### src/inc/dic_consts.svh
// Purpose: constants of the serial interrupt and address command block
// Assumes: 4-bit register address, 8-bit data
// Notes: offsets are the device's own register addresses
`ifndef DIC_CONSTS_SVH
`define DIC_CONSTS_SVH
`define DIC_ADDR_MASKED_STATUS 4'h2
`define DIC_ADDR_STATUS 4'h5
`define DIC_ADDR_MASK 4'h5
`define DIC_ADDR_VECTOR 4'hc
`define DIC_ADDR_SET_CMD 4'he
`define DIC_ADDR_CLR_CMD 4'hf
`define DIC_RST_MASK 8'h00
`define DIC_RST_VECTOR 8'h0f
`define DIC_RST_LATCH 8'h00
`define DIC_RST_BYTE 8'h00
`define DIC_BIT_TXA 0
`define DIC_BIT_CTR 3
`define DIC_BIT_IPC 7
`define DIC_CHAN_STRIDE 4
`define DIC_OFS_RX 1
`define DIC_OFS_BRK 2
`endif

### src/inc/dic_pkg.sv
// Purpose: shared types of the serial interrupt and address command block
// Assumes: nothing beyond the constants header
// Notes: widths are fixed
package dic_pkg;
  typedef logic [7:0] dic_byte_type;
  typedef logic [3:0] dic_addr_type;
  typedef logic [1:0] dic_chan_type;
endpackage : dic_pkg

### src/rtl/dic_top.sv
// Purpose: interrupt status, mask, vector and address-triggered commands
// Assumes: bus strobes and event pulses come from logic on clk_i
// Notes: only the four input-change pins come from outside the clock
`timescale 1ns/1ns
`default_nettype none
`include "dic_consts.svh"

// Contract
// - some commands fire by bare address access
// - read of 0E starts the counter
// - counter-start read drives no data
// - write of 0E sets selected latch bits
// - output pins are inverted latch bits
// - active-low request for any enabled event
// - status/mask 05, masked 02, vector 0C
// - status bit layout, one means occurred
// - input change sets bit 7, capture read clears
// - break change sets bit; break reset clears
// - mode bit picks ready or full
// - ready mode: set on load, re-set after read
// - full mode: set when full, re-set on load
// - full mode: partial FIFO never signals
// - masked status is status AND mask
// - mask one enables, zero blocks
// - tx ready clears on write, sets on transfer
// - counter done sets bit 3, stop clears
module dic_top
  import dic_pkg::*;
(
  // clock and reset
  input wire logic clk_i,
  input wire logic rst_b_i,
  // register port
  input wire logic [3:0] addr_i,
  input wire logic [7:0] data_i,
  input wire logic rd_i,
  input wire logic wr_i,
  output logic [7:0] data_o,
  output logic data_oe_o,
  // transmitter events, index 0 is channel a
  input wire logic [1:0] tx_enable_i,
  input wire logic [1:0] thr_write_i,
  input wire logic [1:0] tsr_load_i,
  // receiver events
  input wire logic [1:0] rx_fifo_mode_i,
  input wire logic [1:0] rx_load_i,
  input wire logic [1:0] rx_pop_i,
  input wire logic [1:0] rx_fifo_full_i,
  input wire logic [1:0] rx_not_empty_i,
  input wire logic [1:0] break_change_i,
  input wire logic [1:0] break_reset_cmd_i,
  // counter/timer
  input wire logic ctr_done_i,
  output logic ctr_start_o,
  output logic ctr_stop_o,
  // input change detection
  input wire logic [3:0] change_watch_inputs_i,
  input wire logic [3:0] aux_control_i,
  input wire logic input_change_capture_rd_i,
  // output port and interrupt
  output logic [7:0] output_port_latch_o,
  output logic [7:0] output_pins_n_o,
  output logic irq_n_out
);

  dic_byte_type interrupt_status_q;
  dic_byte_type interrupt_status_d;
  dic_byte_type interrupt_mask_q;
  dic_byte_type interrupt_vector_q;
  dic_byte_type output_port_latch_q;
  dic_byte_type masked_interrupt_status;
  dic_byte_type data_q;
  logic data_oe_q;
  logic irq_n_q;
  logic ctr_start_q;
  logic ctr_stop_q;
  dic_chan_type tx_enable_q;
  dic_chan_type rx_pop_q;
  dic_chan_type rx_load_q;
  logic [3:0] watch_meta_q;
  logic [3:0] watch_sync_q;
  logic [3:0] watch_prev_q;
  logic input_change;

  wire logic rd_set_cmd = rd_i && (addr_i == `DIC_ADDR_SET_CMD);
  wire logic rd_clr_cmd = rd_i && (addr_i == `DIC_ADDR_CLR_CMD);
  wire logic wr_set_cmd = wr_i && (addr_i == `DIC_ADDR_SET_CMD);
  wire logic wr_clr_cmd = wr_i && (addr_i == `DIC_ADDR_CLR_CMD);

  assign masked_interrupt_status = interrupt_status_q & interrupt_mask_q;

  // input pins cross in through two flops before the change compare
  always_ff @(posedge clk_i)
  begin
    if (!rst_b_i)
    begin
      watch_meta_q <= 4'h0;
      watch_sync_q <= 4'h0;
      watch_prev_q <= 4'h0;
    end
    else
    begin
      watch_meta_q <= change_watch_inputs_i;
      watch_sync_q <= watch_meta_q;
      watch_prev_q <= watch_sync_q;
    end
  end

  // only inputs picked in the aux control nibble may raise the bit
  assign input_change = |((watch_sync_q ^ watch_prev_q) & aux_control_i);

  // event history for the set-again cases
  always_ff @(posedge clk_i)
  begin
    if (!rst_b_i)
    begin
      tx_enable_q <= 2'h0;
      rx_pop_q <= 2'h0;
      rx_load_q <= 2'h0;
    end
    else
    begin
      tx_enable_q <= tx_enable_i;
      rx_pop_q <= rx_pop_i;
      rx_load_q <= rx_load_i;
    end
  end

  // status next value, per channel then shared bits; set wins over clear
  genvar c;
  generate
    for (c = 0; c < 2; c++)
    begin : g_chan
      localparam int TX = `DIC_BIT_TXA + c * `DIC_CHAN_STRIDE;
      localparam int RX = TX + `DIC_OFS_RX;
      localparam int BK = TX + `DIC_OFS_BRK;
      logic tx_set;
      logic rx_set;
      // full flag is sampled a cycle after the load so it shows the new level
      assign tx_set = tsr_load_i[c] || (tx_enable_i[c] && !tx_enable_q[c]);
      assign rx_set = rx_fifo_mode_i[c] ?
        (rx_load_q[c] && rx_fifo_full_i[c]) :
        (rx_load_q[c] || (rx_pop_q[c] && rx_not_empty_i[c]));
      always_comb
      begin
        if (tx_set)
          interrupt_status_d[TX] = 1'b1;
        else if (thr_write_i[c] || !tx_enable_i[c])
          interrupt_status_d[TX] = 1'b0;
        else
          interrupt_status_d[TX] = interrupt_status_q[TX];
        if (rx_set)
          interrupt_status_d[RX] = 1'b1;
        else if (rx_pop_i[c])
          interrupt_status_d[RX] = 1'b0;
        else
          interrupt_status_d[RX] = interrupt_status_q[RX];
        if (break_change_i[c])
          interrupt_status_d[BK] = 1'b1;
        else if (break_reset_cmd_i[c])
          interrupt_status_d[BK] = 1'b0;
        else
          interrupt_status_d[BK] = interrupt_status_q[BK];
      end
    end
  endgenerate

  always_comb
  begin
    if (ctr_done_i)
      interrupt_status_d[`DIC_BIT_CTR] = 1'b1;
    else if (rd_clr_cmd)
      interrupt_status_d[`DIC_BIT_CTR] = 1'b0;
    else
      interrupt_status_d[`DIC_BIT_CTR] = interrupt_status_q[`DIC_BIT_CTR];
    if (input_change)
      interrupt_status_d[`DIC_BIT_IPC] = 1'b1;
    else if (input_change_capture_rd_i)
      interrupt_status_d[`DIC_BIT_IPC] = 1'b0;
    else
      interrupt_status_d[`DIC_BIT_IPC] = interrupt_status_q[`DIC_BIT_IPC];
  end

  always_ff @(posedge clk_i)
  begin
    if (!rst_b_i)
      interrupt_status_q <= `DIC_RST_BYTE;
    else
      interrupt_status_q <= interrupt_status_d;
  end

  // mask and vector writes
  always_ff @(posedge clk_i)
  begin
    if (!rst_b_i)
    begin
      interrupt_mask_q <= `DIC_RST_MASK;
      interrupt_vector_q <= `DIC_RST_VECTOR;
    end
    else if (wr_i)
    begin
      if (addr_i == `DIC_ADDR_MASK)
        interrupt_mask_q <= data_i;
      if (addr_i == `DIC_ADDR_VECTOR)
        interrupt_vector_q <= data_i;
    end
  end

  // address-triggered latch commands; a bit named by neither keeps its value
  always_ff @(posedge clk_i)
  begin
    if (!rst_b_i)
      output_port_latch_q <= `DIC_RST_LATCH;
    else if (wr_set_cmd)
      output_port_latch_q <= output_port_latch_q | data_i;
    else if (wr_clr_cmd)
      output_port_latch_q <= output_port_latch_q & ~data_i;
  end

  assign output_port_latch_o = output_port_latch_q;
  assign output_pins_n_o = ~output_port_latch_q;

  // counter commands are one-cycle pulses to the counter/timer
  always_ff @(posedge clk_i)
  begin
    if (!rst_b_i)
    begin
      ctr_start_q <= 1'b0;
      ctr_stop_q <= 1'b0;
    end
    else
    begin
      ctr_start_q <= rd_set_cmd;
      ctr_stop_q <= rd_clr_cmd;
    end
  end

  assign ctr_start_o = ctr_start_q;
  assign ctr_stop_o = ctr_stop_q;

  // read data, registered; command addresses leave the bus undriven
  always_ff @(posedge clk_i)
  begin
    if (!rst_b_i)
    begin
      data_q <= `DIC_RST_BYTE;
      data_oe_q <= 1'b0;
    end
    else
    begin
      data_oe_q <= rd_i && !rd_set_cmd && !rd_clr_cmd;
      if (rd_i)
      begin
        case (addr_i)
          `DIC_ADDR_MASKED_STATUS: data_q <= masked_interrupt_status;
          `DIC_ADDR_STATUS: data_q <= interrupt_status_q;
          `DIC_ADDR_VECTOR: data_q <= interrupt_vector_q;
          default: data_q <= `DIC_RST_BYTE;
        endcase
      end
    end
  end

  assign data_o = data_q;
  assign data_oe_o = data_oe_q;

  // the request follows the masked status, one flop late
  always_ff @(posedge clk_i)
  begin
    if (!rst_b_i)
      irq_n_q <= 1'b1;
    else
      irq_n_q <= ~|masked_interrupt_status;
  end

  assign irq_n_out = irq_n_q;

  AST_START_PULSE:
    assert property (@(posedge clk_i) disable iff (!rst_b_i)
      rd_set_cmd |=> ctr_start_o && !data_oe_o)
    else $error("start read did not pulse the counter");

  AST_START_NO_DATA:
    assert property (@(posedge clk_i) disable iff (!rst_b_i)
      ctr_start_o |-> !data_oe_o)
    else $error("data driven during counter start read");

  AST_SET_BITS:
    assert property (@(posedge clk_i) disable iff (!rst_b_i)
      wr_set_cmd |=> output_port_latch_o ==
        ($past(output_port_latch_o) | $past(data_i)))
    else $error("set command changed wrong latch bits");

  AST_CLR_BITS:
    assert property (@(posedge clk_i) disable iff (!rst_b_i)
      wr_clr_cmd |=> output_port_latch_o ==
        ($past(output_port_latch_o) & ~$past(data_i)))
    else $error("clear command changed wrong latch bits");

  AST_PINS_INVERT:
    assert property (@(posedge clk_i) disable iff (!rst_b_i)
      output_pins_n_o == ~output_port_latch_o)
    else $error("output pin not inverse of latch");

  AST_IRQ_FOLLOWS:
    assert property (@(posedge clk_i) disable iff (!rst_b_i)
      (|(interrupt_status_q & interrupt_mask_q)) |=> !irq_n_out)
    else $error("request not raised for masked status");

  AST_IRQ_RELEASE:
    assert property (@(posedge clk_i) disable iff (!rst_b_i)
      $rose(irq_n_out) |-> $past(interrupt_status_q & interrupt_mask_q)
        == 8'h00)
    else $error("request released with masked status set");

  AST_MASKED_READ:
    assert property (@(posedge clk_i) disable iff (!rst_b_i)
      rd_i && addr_i == `DIC_ADDR_MASKED_STATUS |=> data_oe_o &&
        data_o == ($past(interrupt_status_q) & $past(interrupt_mask_q)))
    else $error("masked status read wrong");

  AST_IPC_SET:
    assert property (@(posedge clk_i) disable iff (!rst_b_i)
      input_change |=> interrupt_status_q[`DIC_BIT_IPC])
    else $error("input change not flagged");

  AST_BRK_HOLD:
    assert property (@(posedge clk_i) disable iff (!rst_b_i)
      interrupt_status_q[6] && !break_reset_cmd_i[1] |=>
        interrupt_status_q[6])
    else $error("break change bit cleared without reset command");

  AST_FULL_ONLY:
    assert property (@(posedge clk_i) disable iff (!rst_b_i)
      rx_fifo_mode_i[1] && !rx_fifo_full_i[1] && !interrupt_status_q[5]
        |=> !interrupt_status_q[5])
    else $error("full-mode bit set on partial fifo");

  AST_CTR_CLEAR:
    assert property (@(posedge clk_i) disable iff (!rst_b_i)
      rd_clr_cmd && !ctr_done_i |=>
        !interrupt_status_q[`DIC_BIT_CTR] && ctr_stop_o)
    else $error("stop command did not clear counter bit");

  AST_TX_CLEAR:
    assert property (@(posedge clk_i) disable iff (!rst_b_i)
      thr_write_i[0] && !tsr_load_i[0] &&
        !(tx_enable_i[0] && !tx_enable_q[0]) |=> !interrupt_status_q[0])
    else $error("tx ready not cleared by holding write");

endmodule : dic_top
`default_nettype wire

### config.mk
export PLATFORM = sky130hd
export DESIGN_NAME = dic_top
export DESIGN_NICKNAME = d
export VERILOG_FILES = /design/src/inc/dic_pkg.sv /design/src/rtl/dic_top.sv
export VERILOG_INCLUDE_DIRS = /design/src /design/src/inc
export SDC_FILE = /design/constraint.sdc
export NUM_CORES = 1
export LEC_CHECK = 0
export BUFFER_PORTS_ARGS = -buffer_cell sky130_fd_sc_hd__buf_2
export CORE_ASPECT_RATIO = 0.9
export CORE_MARGIN = 2
export CORE_UTILIZATION = 45
export CTS_CLUSTER_SIZE = 20
export DETAILED_ROUTE_END_ITERATION = 10
export GPL_TIMING_DRIVEN = 0
export PLACE_DENSITY_LB_ADDON = 0.25
export SETUP_SLACK_MARGIN = 0.02
export SLEW_MARGIN = 10
export SYNTH_ARGS = -nofsm -noshare
export SYNTH_HDL_FRONTEND = slang
export SYNTH_SLANG_ARGS = --single-unit
### constraint.sdc
create_clock -name clk_i -period 1.3 [get_ports clk_i]
set_clock_uncertainty 0.1 [all_clocks]
set_input_delay 0 -clock clk_i [delete_from_list [all_inputs] [get_ports clk_i]]
set_output_delay 0 -clock clk_i [all_outputs]
set_load 0.005 [all_outputs]
==> flow_summary.json <==
{
  "r2r.worst_path.cells": 4,
  "post-place-ws_ns": -0.2915,
  "synth_ff_type": "dfxtp_1",
  "worst_ep_required_time_ns": 1.42,
  "syn_inst": 251,
  "r2r-start": "interrupt_mask_q[0]",
  "fillerInstances": 417,
  "mostFrequentLayoutCells": "buf_2 (76), dfxtp_1 (62), dlygate4sd3_1 (39), nor2_1 (24), a21oi_1 (24)",
  "syn_avg_cell_area_um2": 9.611,
  "die_h_um": 73.46,
  "cp-startpoint": "tx_enable_i[0]",
  "initial_utilization_pct": 46.18,
  "wl_per_cell_um": 13.86,
  "hold_class": "input pin to register",
  "worstSetupStartpointType": "input pin",
  "grt-ovfl-total": 0,
  "synth-edff-count": 0,
  "portBuffers": 72,
  "initialDrtViolationCount": 64,
  "tightest_slew_ns": 0.5244,
  "regArea_um2": 1241,
  "period_minus_slack_ns": 1.233,
  "finalWirelength_um": 6140,
  "worstPathMaxFanout": 2,
  "arrival_ns": 1.35,
  "grt_pass1_wl_um": 9425,
  "finalMaxSlewViolations": 0,
  "final_cells": 443,
  "clkSinkCount": 62,
  "slew_headroom_pct": 65.04,
  "netlist_area_um2": 2412,
  "nNetsFinal": 420,
  "clkLatencyLatePin_ns": 0.33,
  "dr.pass1.iters": 6,
  "finalHoldViolations": 1,
  "drc": 0,
  "insertedDiodeCount": 0,
  "cts_tree": "done",
  "die_area_um2": 5963,
  "timing.fmax_mhz": 811.1,
  "vdd_drop_max_mv": 0.8380,
  "layout_commonest_cell": "buf_2",
  "via_per_inst": 4.975,
  "postRouteAntennaNets": 0,
  "fin_ws_ns": 0.06704,
  "grt_max_degree": 11,
  "num_rows": 25,
  "grt_pass1_vias": 1991,
  "crit_path_end_kind": "register",
  "period_share_pct": 94.84,
  "setup_viol": 0,
  "dp.cells": 390,
  "gp_congestion": 0.7935,
  "clk_path_buf_depth": 2,
  "grt.total_usage_pct": 21.65,
  "clk_pin_slew_worst_paths_ns": 0.06,
  "path_class": "input pin to register",
  "die_x_um": 81.18,
  "synth_fp_nets": 297,
  "syn2layout_area_growth_pct": 42.69,
  "r2r-end": "data_o[0]",
  "p_total_uw": 3973,
  "async_flop_share_pct": 0,
  "synth.distinct_cells": 36,
  "status": "finished, violations left",
  "ys_seq_area_share_pct": 51.45,
  "violations": "negative hold slack",
  "antenna_found_initial": 0,
  "yosys_warnings": 0,
  "hold_ws_ns": -0.007655,
  "crit_path_end": "tx_enable_q[0]",
  "core_region_area_um2": 5224,
  "ys_seq_elements": 62,
  "ff2ff_setup_slack_ns": 0.15,
  "cap_violations": 0,
  "cts_buffers": 9,
  "rsz0062_at_grt": "false",
  "clock_tree.root_cell": "clkbuf_8",
  "power.leakage_uw": 0.001456,
  "power_density_nw_per_um2": 1154,
  "drive_above_1_share_pct": 25.53,
  "multiInputGateArea_um2": 1036,
  "ios": 74,
  "dp_hpwl_um": 4125,
  "cts_max_level": 3,
  "vias": 2204,
  "setup_tns_ns": 0
}
-- layout make-up --
cell class | count | area share (%)
sequential | 62 | 36.06
multi-input combinational | 160 | 30.10
timing repair buffer | 112 | 22.17
clock buffer | 11 | 4.108
tap | 67 | 2.435
buffer | 13 | 2.363
inverter | 16 | 1.745
clock inverter | 2 | 1.018
-- routing by layer --
metal,wire length [um],part of all wire (%),global-route usage (%),vias to the layer above
li1,-,-,-,1115
met4,138,2.2,11.49,0
met3,311,5.1,4.545,12
met2,2809,46,33.24,70
met1,2882,47,28.72,1007
met5,0,0,0,-
-- synth_stat cells (all sizes together) (6+ instances only) --
library cell,instances,area [um^2]
dfxtp,62,1241
a21oi,26,137.6
nor2,24,90.09
and2,20,127.6
inv,16,60.06
mux2i,16,160.2
nand2,15,56.30
o21ai,10,50.05
buf,9,66.31
a311oi,8,70.07
nand4bb,6,67.56
-- how the worst min path moves through the flow --
| stage | from | end | slack, ns | cells past startpoint |
|---|---|---|---|---|
| floorplan | data_i[6] | register | 0.008 | 1 |
| global placement | break_change_i[1] | interrupt_status_q[6] | 0.11 | 3 |
| detailed placement | break_change_i[1] | interrupt_status_q[6] | 0.11 | 3 |
| CTS | rx_not_empty_i[1] | interrupt_status_q[5] | 0.0002 | 4 |
| global route | addr_i[1] | data_oe_o | 0.05 | 3 |
| finish | rx_not_empty_i[1] | interrupt_status_q[5] | -0.008 | 4 |
-- worst max-delay path, stage by stage --
cell           delay [ns]
dlygate4sd3_1        0.53
buf_2                0.13
and2_1               0.13
dlygate4sd3_1        0.55
-- through the flow --
step           util, %  hold WS [ns]  instance area, um^2
6_report         65.89     -0.007655                 3442
5_1_grt          65.89       0.05373                 3442
4_1_cts          65.72     0.0001625                 3433
3_5_place_dp     54.68        0.1105                 2856
3_3_place_gp     54.68        0.1054                 2856
2_1_floorplan        -      0.008102                 2412
-- where the power goes --
| part | switching [uW] | internal, uW |
|---|---|---|
| combinational | 181 | 222 |
| sequential | 32.9 | 1960 |
| clock | 674 | 903 |
-- cell families (layout without fill, tap and decap cells) --
family,after synthesis,after routing,share of synthesized area [%]
buffers and inverters,29,154,5.861
AO/OA/AOI/OAI,60,60,16.18
flip-flops,62,62,51.45
multiplexers,16,16,6.639
XOR/XNOR,4,4,1.452
AND/OR/NAND/NOR,80,80,18.41
-- repair_timing --
item	4_1_cts	5_1_grt
resized for setup	0	2
setup buffers	0	0
hold buffers	40	0
endpoints found under the hold margin	48	0
setup endpoints to repair	0	9
Note: power is estimated with default switching activity, not from simulation.
